--- src/mdfm_defines.svh ---
`ifndef MDFM_DEFINES_SVH
`define MDFM_DEFINES_SVH

// ----------------------------------------
// Register offsets
// ----------------------------------------
`define MDFM_OFS_CTRL      8'h00
`define MDFM_OFS_FLAGS     8'h04
`define MDFM_OFS_LIVE      8'h08
`define MDFM_OFS_IRQ_STAT  8'h0c
`define MDFM_OFS_IRQ_MASK  8'h10

// ----------------------------------------
// Field layout and reset values
// ----------------------------------------
`define MDFM_CTRL_W        7
`define MDFM_CTRL_CLR_BIT  7
`define MDFM_FLAGS_W       12
`define MDFM_LIVE_W        13
`define MDFM_CTRL_RST      7'h00
`define MDFM_FLAGS_RST     12'h000
`define MDFM_MASK_RST      12'h000

// ----------------------------------------
// Timing
// ----------------------------------------
`define MDFM_CLK_MHZ          100
`define MDFM_OC_DEG_NS        600
`define MDFM_OC_DEG_CYC       ((`MDFM_OC_DEG_NS * `MDFM_CLK_MHZ + 999) / 1000)
`define MDFM_RETRY_MS         5
`define MDFM_RETRY_CYC        (`MDFM_RETRY_MS * `MDFM_CLK_MHZ * 1000)
`define MDFM_STALL_DET_MS     1000
`define MDFM_STALL_DET_CYC    (`MDFM_STALL_DET_MS * `MDFM_CLK_MHZ * 1000)
`define MDFM_STALL_RETRY_MS   5000
`define MDFM_STALL_RETRY_CYC  (`MDFM_STALL_RETRY_MS * `MDFM_CLK_MHZ * 1000)
`define MDFM_REG_OC_DET_CYC   1

`endif

--- src/mdfm_pkg.sv ---
package mdfm_pkg;

   typedef enum logic [1:0] {
      MODE_LATCH  = 2'b00,
      MODE_RETRY  = 2'b01,
      MODE_REPORT = 2'b10,
      MODE_OFF    = 2'b11
   } mdfm_mode_t;

   typedef enum logic [1:0] {
      ACT_IDLE   = 2'b00,
      ACT_LATCH  = 2'b01,
      ACT_RETRY  = 2'b10,
      ACT_REPORT = 2'b11
   } mdfm_act_t;

   typedef struct packed {
      logic       thermal_warn_report;
      logic       serial_error_report_disable;
      mdfm_mode_t stall_mode;
      mdfm_mode_t overcurrent_mode;
      logic       overvoltage_enable;
   } mdfm_ctrl_t;

   typedef struct packed {
      logic transistor_thermal_flag;
      logic die_thermal_shutdown;
      logic thermal_warn_flag;
      logic stall_flag;
      logic otp_error_flag;
      logic serial_error_flag;
      logic regulator_overcurrent_flag;
      logic overcurrent_flag;
      logic overvoltage_flag;
      logic pump_undervolt_flag;
      logic regulator_undervolt_flag;
      logic power_on_reset_flag;
   } mdfm_flags_t;

endpackage : mdfm_pkg

--- src/mdfm_chan.sv ---
`timescale 1ns/1ps

module mdfm_chan
   import mdfm_pkg::*;
#(
   parameter int unsigned CW       = 32,
   parameter int unsigned DET      = 1,
   parameter int unsigned RETRY    = 1,
   parameter bit          CLR_IDLE = 1'b1
) (
   input  wire logic       clk_i,
   input  wire logic       rst_n_i,
   input  wire logic       ce_i,
   input  wire logic       cond_i,
   input  wire logic       clear_i,
   input  wire mdfm_mode_t mode_i,
   output logic            event_o,
   output logic            flag_o,
   output logic            hiz_o,
   output logic            fault_o,
   output logic            retry_o
);

   localparam logic [CW-1:0] DET_M1 = CW'(DET - 1);
   localparam logic [CW-1:0] RTY_M1 = CW'(RETRY - 1);

   generate
      if (CW < 2 || CW > 32 || DET < 1 || RETRY < 1 || DET >= (64'd1 << CW) - 1) begin : g_bad
         $error("mdfm_chan: unusable counter width or count");
      end
   endgenerate

   logic [CW-1:0] det_cnt;
   logic [CW-1:0] next_det_cnt;
   logic [CW-1:0] rty_cnt;
   logic [CW-1:0] next_rty_cnt;
   mdfm_act_t     state;
   mdfm_act_t     next_state;
   logic          flag;
   logic          next_flag;

   // ----------------------------------------
   // Detection, action state, flag
   // ----------------------------------------
   always_comb begin
      next_det_cnt = det_cnt;
      next_rty_cnt = rty_cnt;
      next_state   = state;
      next_flag    = flag;
      if (!cond_i || state != ACT_IDLE) begin
         next_det_cnt = '0;
      end else if (det_cnt <= DET_M1) begin
         next_det_cnt = CW'(det_cnt + 1'b1);
      end
      event_o = ce_i && cond_i && state == ACT_IDLE && det_cnt == DET_M1;
      case (state)
         ACT_IDLE: begin
            if (event_o) begin
               case (mode_i)
                  MODE_LATCH:  next_state = ACT_LATCH;
                  MODE_RETRY: begin
                     next_state   = ACT_RETRY;
                     next_rty_cnt = '0;
                  end
                  MODE_REPORT: next_state = ACT_REPORT;
                  default:     next_state = ACT_IDLE;
               endcase
            end
         end
         ACT_LATCH, ACT_REPORT: begin
            if (clear_i && !(CLR_IDLE && cond_i)) begin
               next_state = ACT_IDLE;
            end
         end
         ACT_RETRY: begin
            if (rty_cnt == RTY_M1) begin
               next_state = ACT_IDLE;
            end else begin
               next_rty_cnt = CW'(rty_cnt + 1'b1);
            end
         end
         default: next_state = ACT_IDLE;
      endcase
      if (clear_i) begin
         next_flag = 1'b0;
      end
      if (event_o && mode_i != MODE_OFF) begin
         next_flag = 1'b1;
      end
      flag_o  = flag;
      hiz_o   = state == ACT_LATCH || state == ACT_RETRY;
      fault_o = state != ACT_IDLE;
      retry_o = state == ACT_RETRY;
   end

   always_ff @(posedge clk_i) begin
      if (!rst_n_i) begin
         det_cnt <= '0;
         rty_cnt <= '0;
         state   <= ACT_IDLE;
         flag    <= 1'b0;
      end else if (ce_i) begin
         det_cnt <= next_det_cnt;
         rty_cnt <= next_rty_cnt;
         state   <= next_state;
         flag    <= next_flag;
      end
   end

endmodule : mdfm_chan

--- src/mdfm_top.sv ---
// Our own choices: the Wishbone interface to the registers and the register addresses.
`timescale 1ns/1ps
`include "mdfm_defines.svh"

// Behaviour
// - Supply lockout tristates bridge, stops pump and logic; resumes when supply returns.
// - After supply or rail lockout the power-on flag stays low until cleared.
// - Analog rail undervoltage disables bridge, pump and logic; resumes automatically.
// - Regulator undervoltage asserts fault only; flag held until clear.
// - Pump undervoltage asserts fault and tristates bridge; flag held until clear.
// - Overvoltage acts only when enabled: fault, tristate, flag held until clear.
// - Overcurrent mode selects latch, retry, report-only or no action.
// - Stall mode selects latch, retry, report-only or no action.
// - Clock-count or address errors flag and fault unless reporting is disabled.
// - Configuration read error faults and tristates until reset or sleep pulse.
// - Thermal warning faults only when reporting enabled; flag held until clear.
// - Over-temperature faults and tristates; transistor flag held until clear.
// - Overcurrent counts only after the current stays high for the deglitch time.
// - Stall is declared when hall inputs stay still for the detect time.
module mdfm_top
   import mdfm_pkg::*;
#(
   parameter int unsigned OC_DEG_CYC      = `MDFM_OC_DEG_CYC,
   parameter int unsigned RETRY_CYC       = `MDFM_RETRY_CYC,
   parameter int unsigned STALL_DET_CYC   = `MDFM_STALL_DET_CYC,
   parameter int unsigned STALL_RETRY_CYC = `MDFM_STALL_RETRY_CYC
) (
   input  wire logic        CLK_I,
   input  wire logic        RST_N_I,
   input  wire logic        CE_I,
   input  wire logic        CYC_I,
   input  wire logic        STB_I,
   input  wire logic        WE_I,
   input  wire logic [7:0]  ADR_I,
   input  wire logic [3:0]  SEL_I,
   input  wire logic [31:0] DAT_I,
   output logic      [31:0] DAT_O,
   output logic             ACK_O,
   input  wire logic        SUPPLY_UV_I,
   input  wire logic        RAIL_UV_I,
   input  wire logic        REG_UV_I,
   input  wire logic        PUMP_UV_I,
   input  wire logic        SUPPLY_OV_I,
   input  wire logic        PHASE_OC_I,
   input  wire logic        REG_OC_I,
   input  wire logic        SCLK_FAULT_I,
   input  wire logic        ADDR_FAULT_I,
   input  wire logic        OTP_ERR_I,
   input  wire logic [2:0]  HALL_I,
   input  wire logic        THERM_WARN_I,
   input  wire logic        DIE_HOT_I,
   input  wire logic        FET_HOT_I,
   input  wire logic        SLEEP_N_I,
   output logic             BRIDGE_HIZ_O,
   output logic             PUMP_EN_O,
   output logic             LOGIC_EN_O,
   output logic             FAULT_OUT_N_O,
   output logic             FAULT_OE_O,
   output logic             IRQ_O
);

   generate
      if (OC_DEG_CYC < 1 || RETRY_CYC < 1 || STALL_DET_CYC < 1 || STALL_RETRY_CYC < 1) begin : g_bad
         $error("mdfm_top: every count must be at least one cycle");
      end
   endgenerate

   localparam int FW = `MDFM_FLAGS_W;

   mdfm_ctrl_t  ctrl;
   mdfm_ctrl_t  next_ctrl;
   logic        clr_cmd;
   logic        next_clr_cmd;
   mdfm_flags_t flags;
   mdfm_flags_t next_flags;
   logic [FW-1:0] irq_stat;
   logic [FW-1:0] next_irq_stat;
   logic [FW-1:0] irq_mask;
   logic [FW-1:0] next_irq_mask;
   logic [FW-1:0] ev;
   logic [2:0]  hall_q;
   logic        ack;
   logic        next_ack;
   logic [31:0] dat;
   logic [31:0] next_dat;
   logic        hiz;
   logic        next_hiz;
   logic        run;
   logic        next_run;
   logic        fault;
   logic        next_fault;
   logic        irq;
   logic        next_irq;
   logic        wb_req;
   logic        wr;
   logic [15:0] m16;
   logic        clear;
   logic        uv_now;
   logic        ov_act;
   logic        tw_act;
   logic        ser_ev;
   logic        hall_edge;
   logic        oc_ev, oc_flag, oc_hiz, oc_fault;
   logic        st_ev, st_flag, st_hiz, st_fault;
   logic        ro_fault, ro_retry;

   function automatic logic hold_f(input logic set, input logic cur, input logic clr);
      return set | (cur & ~clr);
   endfunction : hold_f

   // ----------------------------------------
   // Condition decode
   // ----------------------------------------
   always_comb begin
      wb_req    = CYC_I & STB_I & ~ack;
      wr        = wb_req & WE_I;
      m16       = {{8{SEL_I[1]}}, {8{SEL_I[0]}}};
      clear     = clr_cmd | ~SLEEP_N_I;
      uv_now    = SUPPLY_UV_I | RAIL_UV_I;
      ov_act    = ctrl.overvoltage_enable & SUPPLY_OV_I;
      tw_act    = ctrl.thermal_warn_report & THERM_WARN_I;
      ser_ev    = (SCLK_FAULT_I | ADDR_FAULT_I) & ~ctrl.serial_error_report_disable;
      hall_edge = HALL_I != hall_q;
   end

   // ----------------------------------------
   // Protection channels: overcurrent and stall mode-driven, regulator overcurrent fixed to retry
   // ----------------------------------------
   mdfm_chan #(.CW(32), .DET(OC_DEG_CYC), .RETRY(RETRY_CYC), .CLR_IDLE(1'b1)) u_oc (
      .clk_i   (CLK_I),
      .rst_n_i (RST_N_I),
      .ce_i    (CE_I),
      .cond_i  (PHASE_OC_I),
      .clear_i (clear),
      .mode_i  (ctrl.overcurrent_mode),
      .event_o (oc_ev),
      .flag_o  (oc_flag),
      .hiz_o   (oc_hiz),
      .fault_o (oc_fault),
      .retry_o ()
   );

   mdfm_chan #(.CW(32), .DET(STALL_DET_CYC), .RETRY(STALL_RETRY_CYC), .CLR_IDLE(1'b0)) u_stall (
      .clk_i   (CLK_I),
      .rst_n_i (RST_N_I),
      .ce_i    (CE_I),
      .cond_i  (~hall_edge),
      .clear_i (clear),
      .mode_i  (ctrl.stall_mode),
      .event_o (st_ev),
      .flag_o  (st_flag),
      .hiz_o   (st_hiz),
      .fault_o (st_fault),
      .retry_o ()
   );

   mdfm_chan #(.CW(32), .DET(`MDFM_REG_OC_DET_CYC), .RETRY(RETRY_CYC), .CLR_IDLE(1'b0)) u_regoc (
      .clk_i   (CLK_I),
      .rst_n_i (RST_N_I),
      .ce_i    (CE_I),
      .cond_i  (REG_OC_I),
      .clear_i (1'b0),
      .mode_i  (MODE_RETRY),
      .event_o (),
      .flag_o  (),
      .hiz_o   (),
      .fault_o (ro_fault),
      .retry_o (ro_retry)
   );

   // ----------------------------------------
   // Status flags and pin responses
   // ----------------------------------------
   always_comb begin
      next_flags = flags;
      next_flags.power_on_reset_flag        = uv_now ? 1'b0 : (clear | flags.power_on_reset_flag);
      next_flags.regulator_undervolt_flag   = hold_f(REG_UV_I, flags.regulator_undervolt_flag, clear);
      next_flags.pump_undervolt_flag        = hold_f(PUMP_UV_I, flags.pump_undervolt_flag, clear);
      next_flags.overvoltage_flag           = hold_f(ov_act, flags.overvoltage_flag, clear);
      next_flags.overcurrent_flag           = oc_flag;
      next_flags.regulator_overcurrent_flag = ro_retry;
      next_flags.serial_error_flag          = hold_f(ser_ev, flags.serial_error_flag, clear);
      next_flags.otp_error_flag             = hold_f(OTP_ERR_I, flags.otp_error_flag, ~SLEEP_N_I);
      next_flags.stall_flag                 = st_flag;
      next_flags.thermal_warn_flag          = hold_f(tw_act, flags.thermal_warn_flag, clear);
      next_flags.die_thermal_shutdown       = DIE_HOT_I;
      next_flags.transistor_thermal_flag    = hold_f(FET_HOT_I, flags.transistor_thermal_flag, clear);
      ev    = next_flags & ~flags;
      ev[0] = flags.power_on_reset_flag & ~next_flags.power_on_reset_flag;
      next_run   = ~uv_now;
      next_hiz   = uv_now | PUMP_UV_I | ov_act | oc_hiz | st_hiz
                 | flags.otp_error_flag | OTP_ERR_I | DIE_HOT_I | FET_HOT_I;
      next_fault = REG_UV_I | PUMP_UV_I | ov_act | oc_fault | st_fault | ro_fault
                 | flags.serial_error_flag | ser_ev | flags.otp_error_flag | OTP_ERR_I
                 | tw_act | DIE_HOT_I | FET_HOT_I;
   end

   // ----------------------------------------
   // Bus slave and interrupt
   // ----------------------------------------
   always_comb begin
      next_ctrl     = ctrl;
      next_clr_cmd  = 1'b0;
      next_irq_mask = irq_mask;
      next_irq_stat = irq_stat | ev;
      next_ack      = wb_req;
      next_dat      = 32'h0000_0000;
      if (wr && ADR_I == `MDFM_OFS_CTRL && SEL_I[0]) begin
         next_ctrl    = mdfm_ctrl_t'(DAT_I[`MDFM_CTRL_W-1:0]);
         next_clr_cmd = DAT_I[`MDFM_CTRL_CLR_BIT];
      end
      if (wr && ADR_I == `MDFM_OFS_IRQ_MASK) begin
         next_irq_mask = (irq_mask & ~m16[FW-1:0]) | (DAT_I[FW-1:0] & m16[FW-1:0]);
      end
      if (wr && ADR_I == `MDFM_OFS_IRQ_STAT) begin
         next_irq_stat = (irq_stat & ~(DAT_I[FW-1:0] & m16[FW-1:0])) | ev;
      end
      if (wb_req && !WE_I) begin
         case (ADR_I)
            `MDFM_OFS_CTRL:     next_dat = {25'h0, ctrl};
            `MDFM_OFS_FLAGS:    next_dat = {20'h0, flags};
            `MDFM_OFS_LIVE:     next_dat = {19'h0, hiz, fault, FET_HOT_I, DIE_HOT_I, THERM_WARN_I,
                                            OTP_ERR_I, REG_OC_I, PHASE_OC_I, SUPPLY_OV_I, PUMP_UV_I,
                                            REG_UV_I, RAIL_UV_I, SUPPLY_UV_I};
            `MDFM_OFS_IRQ_STAT: next_dat = {20'h0, irq_stat};
            `MDFM_OFS_IRQ_MASK: next_dat = {20'h0, irq_mask};
            default:            next_dat = 32'h0000_0000;
         endcase
      end
      next_irq = |(next_irq_stat & next_irq_mask);
   end

   always_ff @(posedge CLK_I) begin
      if (!RST_N_I) begin
         ctrl     <= mdfm_ctrl_t'(`MDFM_CTRL_RST);
         clr_cmd  <= 1'b0;
         flags    <= mdfm_flags_t'(`MDFM_FLAGS_RST);
         irq_stat <= `MDFM_FLAGS_RST;
         irq_mask <= `MDFM_MASK_RST;
         hall_q   <= 3'h0;
         ack      <= 1'b0;
         dat      <= 32'h0000_0000;
         hiz      <= 1'b1;
         run      <= 1'b0;
         fault    <= 1'b0;
         irq      <= 1'b0;
      end else if (CE_I) begin
         ctrl     <= next_ctrl;
         clr_cmd  <= next_clr_cmd;
         flags    <= next_flags;
         irq_stat <= next_irq_stat;
         irq_mask <= next_irq_mask;
         hall_q   <= HALL_I;
         ack      <= next_ack;
         dat      <= next_dat;
         hiz      <= next_hiz;
         run      <= next_run;
         fault    <= next_fault;
         irq      <= next_irq;
      end
   end

   assign DAT_O         = dat;
   assign ACK_O         = ack;
   assign BRIDGE_HIZ_O  = hiz;
   assign PUMP_EN_O     = run;
   assign LOGIC_EN_O    = run;
   assign FAULT_OUT_N_O = ~fault;
   assign FAULT_OE_O    = fault;
   assign IRQ_O         = irq;
endmodule : mdfm_top
--- config.mk ---
export PLATFORM = sky130hd
export DESIGN_NAME = mdfm_top
export DESIGN_NICKNAME = d
export VERILOG_FILES = /design/src/mdfm_pkg.sv /design/src/mdfm_chan.sv /design/src/mdfm_top.sv
export VERILOG_INCLUDE_DIRS = /design/src /design/src/src
export SDC_FILE = /design/constraint.sdc
export NUM_CORES = 1
export LEC_CHECK = 0
export BUFFER_PORTS_ARGS = -buffer_cell sky130_fd_sc_hd__buf_2
export CAP_MARGIN = 15
export CELL_PAD_IN_SITES_DETAIL_PLACEMENT = 0
export CELL_PAD_IN_SITES_GLOBAL_PLACEMENT = 1
export CORE_MARGIN = 5
export CORE_UTILIZATION = 33
export CTS_BUF_LIST = sky130_fd_sc_hd__clkbuf_4 sky130_fd_sc_hd__clkbuf_8 sky130_fd_sc_hd__clkbuf_16
export DETAILED_ROUTE_END_ITERATION = 8
export PLACE_DENSITY_LB_ADDON = 0.1
export SLEW_MARGIN = 20
export SYNTH_ARGS = -nofsm -noshare
export SYNTH_HDL_FRONTEND = slang
export SYNTH_SLANG_ARGS = --single-unit
export TNS_END_PERCENT = 20
--- constraint.sdc ---
create_clock -name CLK_I -period 6.7 [get_ports CLK_I]
set_input_delay 0.67 -clock CLK_I [delete_from_list [all_inputs] [get_ports CLK_I]]
set_output_delay 0.67 -clock CLK_I [all_outputs]
set_load 0.005 [all_outputs]
==> results of run 1 <==
==> cell usage in the layout (no fill, tap or decap), types with 39 or more instances in the layout <==
cell     instances
dfxtp_1        264
nor2_1         174
nand2_1        126
nand3_1         71
and3_1          66
buf_2           63
xor2_1          60
a21oi_1         56
o21ai_0         53
nand4_1         45
inv_1           44
nor2b_1         43
nor4_1          39
==> logic make-up (layout without fill, tap and decap cells) <==
family / after synthesis / after routing / synth area share [%]
flops: 264 / 264 / 41.78
fa+ha+maj: 25 / 25 / 2.473
other cells: 1 / 21 / 0.02964
xor+xnor: 84 / 84 / 5.815
mux: 32 / 32 / 2.611
buf+inv: 135 / 178 / 4.609
simple gates: 704 / 704 / 28.78
compound gates: 259 / 259 / 13.91
==> power by group through the flow <==
stage               Sequential (mW)  Clock (mW)  Combinational, mW
floorplan                      1.62           0              0.104
global placement               1.63           0              0.152
detailed placement             1.63           0              0.153
CTS                            1.59        1.82              0.153
global route                   1.59        1.89              0.169
finish                         1.59        1.76              0.151
==> layer usage <==
layer  track usage, %  vias up  routed length [µm]
li1                 -     5405                   -
met1            22.89     5058               16970
met2            25.89      144               15930
met3            2.742       44                1127
met4            3.636        4                 661
met5                0        -                  31
==> Yosys cell counts, drive strengths merged (13+ instances only) <==
master,instances
a21boi,22
a21oi,56
a221oi,13
a22oi,18
and2,36
and3,66
and4,13
buf,27
clkbuf,64
dfxtp,264
ha,25
inv,44
mux2i,24
nand2,126
nand3,71
nand4,45
nor2,174
nor2b,43
nor3,26
nor4,39
o21ai,55
or3,19
xnor2,24
xor2,60
==> path summary, 6_finish.rpt <==
path	start	end	slack [ns]	cells past startpoint
setup / recovery	ADR_I[1]	ctrl[2]	3.45	9
hold / removal	DAT_I[2]	irq_mask[2]	0.38	3
setup reg to reg	u_stall.det_cnt[17]	u_stall.rty_cnt[23]	3.54	8
hold reg to reg	u_regoc.det_cnt[28]	u_regoc.det_cnt[28]	0.46	1
==> state kept, by name, indices dropped and copies added, names as in the netlist, 2 cells and up <==
register,count
flags,12
u_oc.det_cnt,32
u_oc.state,2
DAT_O,13
irq_mask,12
ctrl,7
irq_stat,12
u_stall.state,2
u_stall.det_cnt,32
u_oc.rty_cnt,32
hall_q,3
u_regoc.det_cnt,32
u_regoc.rty_cnt,32
u_stall.rty_cnt,32
==> layout make-up <==
| class | count | area share [%] |
|---|---|---|
| inverters | 44 | 1.143 |
| well taps | 511 | 4.424 |
| multi-input cells | 1123 | 47.52 |
| clock buffers | 40 | 6.009 |
| repair buffers | 77 | 2.909 |
| clock inverters | 17 | 1.385 |
| diodes | 2 | 0.03463 |
| flip-flops and latches | 264 | 36.57 |
==> worst max-delay path, cell delays in order <==
cell and delay, ns:
buf_2 0.10, or3_1 0.39, or4_1 0.68, nor3_1 0.47
buf_4 0.24, nand4_1 0.64, nand2_1 0.24, o21ai_0 0.10
and2_1 0.18
==> through the flow <==
step	power [mW]	instances	hold WS (ns)	area, µm²
3_3_place_gp	1.779	2019	0.4452	13370
3_5_place_dp	1.780	2019	0.4458	13370
2_1_floorplan	1.728	1522	0.4302	12720
4_1_cts	3.570	2076	0.3480	14440
5_1_grt	3.654	2076	0.3619	14450
6_report	3.504	2078	0.3846	14450
==> flow_summary.json, run 1 <==
{
  "status": "complete, no violations",
  "ys_seq_elements": 264,
  "areaGrowthSynthToFinish_pct": 14.23,
  "power_frac_clock_pct": 50.2,
  "syn_area_per_cell_um2": 8.411,
  "hpwl_um": 23470,
  "worstSetupStartpointType": "input pin",
  "synth_area_leaders": "dfxtp_1, nor2_1, xor2_1",
  "max_cap_violations": 0,
  "grt_pass1_wl_um": 56500,
  "arrival_ns": 3.71,
  "multiInputGateArea_mm2": 0.006868,
  "place.gp.congestion": 0.7904,
  "grt_overflow": 0,
  "powerDensity_mw_per_mm2": 242.5,
  "slew_headroom_pct": 29.44,
  "core_mm2": 0.03776,
  "io_buffers": 64,
  "grt_pass1_vias": 10320,
  "final_antenna_net_count": 0,
  "ys_warn_count": 0,
  "dr.pass1.iters": 5,
  "start_util_pct": 33.51,
  "ir_drop_mv": 0.1931,
  "power_frac_comb_pct": 4.3,
  "dieArea_mm2": 0.04235,
  "leakagePower_nw": 5.465,
  "setup_violations": 0,
  "clkSinkCount": 264,
  "crit_path_end_kind": "flip-flop",
  "cts.clk_slew.worst_paths_ns": 0.06,
  "numCtsBuffers": 31,
  "num_rows": 71,
  "period_share_pct": 48.53,
  "htree_levels": 1,
  "worst_slew_pin_slew_ns": 1.056,
  "antenna_found_initial": 2,
  "synthArstFlopShare_pct": 0,
  "crit_type": "input pin to flip-flop",
  "vias_per_cell": 5.128,
  "rsz0062_at_grt": "no",
  "fp.dieH_um": 205.8,
  "fin_setup_tns_ns": 0,
  "track_usage_pct": 16.16,
  "drive_gt1_share_pct": 10.10,
  "synth_edf_count": 0,
  "min_path_type": "input pin to flip-flop",
  "cts_resized": 0,
  "p_seq_share_pct": 45.5,
  "post_drt_wl_per_cell_um": 16.71,
  "drc": 0,
  "final_hold_viol_count": 0,
  "yosys_most_used_dff": "dfxtp_1",
  "num-fill-cells": 3924,
  "clock_latency_ns": 0.57,
  "clockBufferDepth": 3,
  "cts_setup_buffers": 0,
  "drt-initial-drc-count": 560,
  "crit_fanout": 11,
  "post-route-util_pct": 38.28,
  "die_w_um": 205.8,
  "syn_area_mm2": 0.01265,
  "synth_cell_types": 68,
  "synth_top_cell_by_area": "dfxtp_1",
  "ys_seq_area_share_pct": 41.78,
  "syn_inst": 1504,
  "via_count": 10660,
  "cts_tree": "yes",
  "nNetsFinal": 1633,
  "sw_frac_of_total_pct": 23.00,
  "holdBufCountCts": 0,
  "final-seq-area_mm2": 0.005285,
  "finalMaxSlewViolations": 0,
  "grt_max_degree": 83,
  "io_pins": 106,
  "place_ws_ns": 2.892,
  "clockRootBuffer": "clkbuf_16",
  "intPower_mw": 2.698,
  "crit_required_ns": 7.16,
  "routed_wl_um": 34720,
  "period_needed_ns": 3.252,
  "switching_power_uw": 805.8,
  "max_freq_ghz": 0.3075,
  "fin_ws_ns": 3.448,
  "synth_top_area_share_pct": 41.78,
  "skew_ns": 0.01193
}
No activity file was read; power rests on OpenSTA's default activity.
==> run 2, diff against run 1 <==
--- a/config.mk
+++ b/config.mk
@@ -6,6 +6,7 @@
 export SDC_FILE = /design/constraint.sdc
 export NUM_CORES = 1
 export LEC_CHECK = 0
+export ABC_AREA = 1
 export BUFFER_PORTS_ARGS = -buffer_cell sky130_fd_sc_hd__buf_2
 export CAP_MARGIN = 15
 export CELL_PAD_IN_SITES_DETAIL_PLACEMENT = 0
==> constraint.sdc (replaced) <==
create_clock -name CLK_I -period 3.41 [get_ports CLK_I]
set_input_delay 0.341 -clock CLK_I [delete_from_list [all_inputs] [get_ports CLK_I]]
set_output_delay 0.341 -clock CLK_I [all_outputs]
set_load 0.005 [all_outputs]
==> run 2 against run 1 <==
Synthesized cell count is 62% higher. Worst setup slack got worse by 2.7 ns. Global-route usage increased by 2.3 points. Total power grew 110%. Cell count increased by 49%. Area after synthesis increased by 21%. First-iteration DRC count rose by 87%. Clock-buffer cell count up 11. Die area is 20% higher. Wire length rose by 38%. Worst hold slack lost 0.32 ns. Combinational power rose to 2.7 times the previous value. Highest routed layer unchanged.
==> flow_summary.json, run 2 <==
{
  "power_frac_clock_pct": 51.7,
  "grt_pass1_wl_um": 76530,
  "grt_max_degree": 107,
  "arrival_ns": 3.13,
  "crit_chain": "inv_1 -> ha_1 -> o21ai_1 -> nor2_1 -> nand2_1 -> nor2_1 -> nand2_2 -> nand2_2 -> nand3_2 -> nand3_1 -> o21ai_1",
  "core_mm2": 0.04558,
  "skew_ns": 0.007664,
  "max_cap_violations": 0,
  "grt.busiest_layer": "met2",
  "switching_power_mw": 1.816,
  "use_met1_pct": 26.74,
  "gr-usage-met2_pct": 28.39,
  "period_needed_ns": 2.704,
  "fp.dieH_um": 225.2,
  "drive_gt1_share_pct": 7.920,
  "min_path_cells": 3,
  "syn_area_per_cell_um2": 6.258,
  "clockBufferDepth": 3,
  "syn_inst": 2442,
  "start_util_pct": 33.53,
  "yosys_most_used_dff": "dfxtp_1",
  "hpwl_um": 33790,
  "worstSetupStartpointType": "flip-flop",
  "syn_area_mm2": 0.01528,
  "post-route-util_pct": 37.82,
  "synth.most_common_cell": "nand2_1",
  "status": "complete, no violations",
  "clockRootBuffer": "clkbuf_16",
  "synth_edf_count": 0,
  "final_antenna_net_count": 0,
  "cts_resized": 0,
  "via_count": 14970,
  "cts_tree": "yes",
  "crit_path_end_kind": "flip-flop",
  "critical_path.slowest_cell": "nand3_2",
  "track_usage_pct": 18.46,
  "num_antenna_cells": 0,
  "powerDensity_mw_per_mm2": 428.7,
  "grt_pass1_vias": 14100,
  "antenna_found_initial": 4,
  "synth_common_cells": "nand2_1, nor2_1, dfxtp_1",
  "crit_fanout": 32,
  "crit_type": "flip-flop to flip-flop",
  "io_buffers": 64,
  "dieArea_mm2": 0.05071,
  "grt_overflow": 0,
  "power_frac_comb_pct": 5.6,
  "numCtsBuffers": 36,
  "intPower_mw": 5.572,
  "worst_slew_pin_slew_ns": 1.015,
  "place.gp.congestion": 0.8484,
  "max_freq_ghz": 0.3698,
  "htree_levels": 2,
  "sw_frac_of_total_pct": 24.58,
  "ys_warn_count": 0,
  "critPathBufInv": 1,
  "crit_required_ns": 3.84,
  "synthArstFlopShare_pct": 0,
  "fin_setup_tns_ns": 0,
  "period_share_pct": 79.29,
  "ys_seq_elements": 264,
  "synth_top_cell_by_area": "dfxtp_1",
  "leakagePower_nw": 6.366,
  "synth_cell_types": 45,
  "cts.clk_slew.worst_paths_ns": 0.06,
  "areaGrowthSynthToFinish_pct": 12.78,
  "nNetsFinal": 2564,
  "final_cell_mix": "nand2_1, nor2_1, dfxtp_1, inv_1, a21oi_1",
  "cts_setup_buffers": 0,
  "p_seq_share_pct": 42.7,
  "finalMaxSlewViolations": 0,
  "num_rows": 78,
  "rsz0062_at_grt": "no",
  "clock_latency_ns": 0.54,
  "final_hold_viol_count": 0,
  "min_path_type": "input pin to flip-flop",
  "final_common_cell": "nand2_1",
  "routed_wl_um": 47940,
  "vias_per_cell": 4.830,
  "max_stage_delay_ns": 0.61,
  "cp_top_family": "simple AND/OR/NAND/NOR gates",
  "ir_drop_mv": 0.4200,
  "drt-initial-drc-count": 1049,
  "cp_num_cells": 11,
  "setup_violations": 0,
  "io_pins": 106,
  "die_w_um": 225.2,
  "holdBufCountCts": 0,
  "clkSinkCount": 264,
  "r2r_cells": 11,
  "grtUsageMet3_pct": 3.309,
  "slew_headroom_pct": 32.29,
  "dr.pass1.iters": 5,
  "synth_area_leaders": "dfxtp_1, nand2_1, nor2_1",
  "synth_top_area_share_pct": 34.58,
  "post_drt_wl_per_cell_um": 15.46,
  "ys_seq_area_share_pct": 34.58,
  "drc": 0
}
-- run 2: changes by cell type in the layout (fill, tap and decap cells not counted), moves of 24 or more --
cell	before	now
a21oi_1	56	186
and2_1	36	0
and3_1	66	0
inv_1	44	245
mux2i_1	24	0
nand2_1	126	670
nand3_1	71	180
nor2_1	174	390
nor2b_1	43	0
nor3_1	26	90
nor4_1	39	7
-- run 2: final timing paths --
check | start | to | slack, ns
hold reg to reg | u_regoc.det_cnt[31] | u_regoc.det_cnt[31] | 0.44
setup reg to reg | u_stall.state[0] | u_stall.rty_cnt[2] | 0.71
setup / recovery | u_stall.state[0] | u_stall.rty_cnt[2] | 0.71
hold / removal | DAT_I[5] | ctrl[5] | 0.07
-- run 2: layer usage --
metal	vias up	wire length [µm]
met5	-	28
met4	6	860
li1	7821	-
met1	6807	24090
met2	281	20510
met3	59	2447
-- run 2: tightest hold or removal path, delay by kind of cell --
family | cells | cell delay, ns
buffers and inverters | 2 | 0.17
AOI/OAI and AO/OA | 1 | 0.05
-- run 2: cell families after synthesis --
family | synth area share (%)
AO/OA/AOI/OAI | 10.11
XOR/XNOR | 4.126
adder cells (fa/ha/maj) | 2.047
buffers and inverters | 10.20
flip-flops | 34.58
other | 0.02454
AND/OR/NAND/NOR | 38.91
-- run 2: power by group through the flow --
| stage | logic, mW | registers [mW] | clock network [mW] |
|---|---|---|---|
| 5_1_grt | 0.465 | 3.16 | 4.07 |
| 3_3_place_gp | 0.414 | 3.22 | 0 |
| 2_1_floorplan | 0.282 | 3.21 | 0 |
| 3_5_place_dp | 0.416 | 3.22 | 0 |
| 4_1_cts | 0.417 | 3.16 | 3.95 |
| 6_report | 0.413 | 3.16 | 3.82 |
-- run 2: stage by stage --
step                      area [µm²]  power (mW)  std cells  worst slack, ns  hold WS [ns]
after global routing           17240       7.697       3100           0.3633       0.06621
after floorplan                15350       3.495       2460            1.546        0.4181
after detailed placement       16030       3.638       3034           0.6875        0.4293
final                          17240       7.388       3100           0.7061       0.06848
after CTS                      17240       7.524       3100           0.6599       0.03489
after global placement         16030       3.635       3034           0.6956        0.4247
-- run 2: layout make-up --
class | instances | area [µm²]
multi-input combinational | 1827 | 8511
timing repair buffer | 88 | 525.5
clock inverter | 15 | 132.6
fill | 5011 | 28340
clock buffer | 51 | 1069
inverter | 255 | 962.2
tap | 600 | 750.7
sequential | 264 | 5285
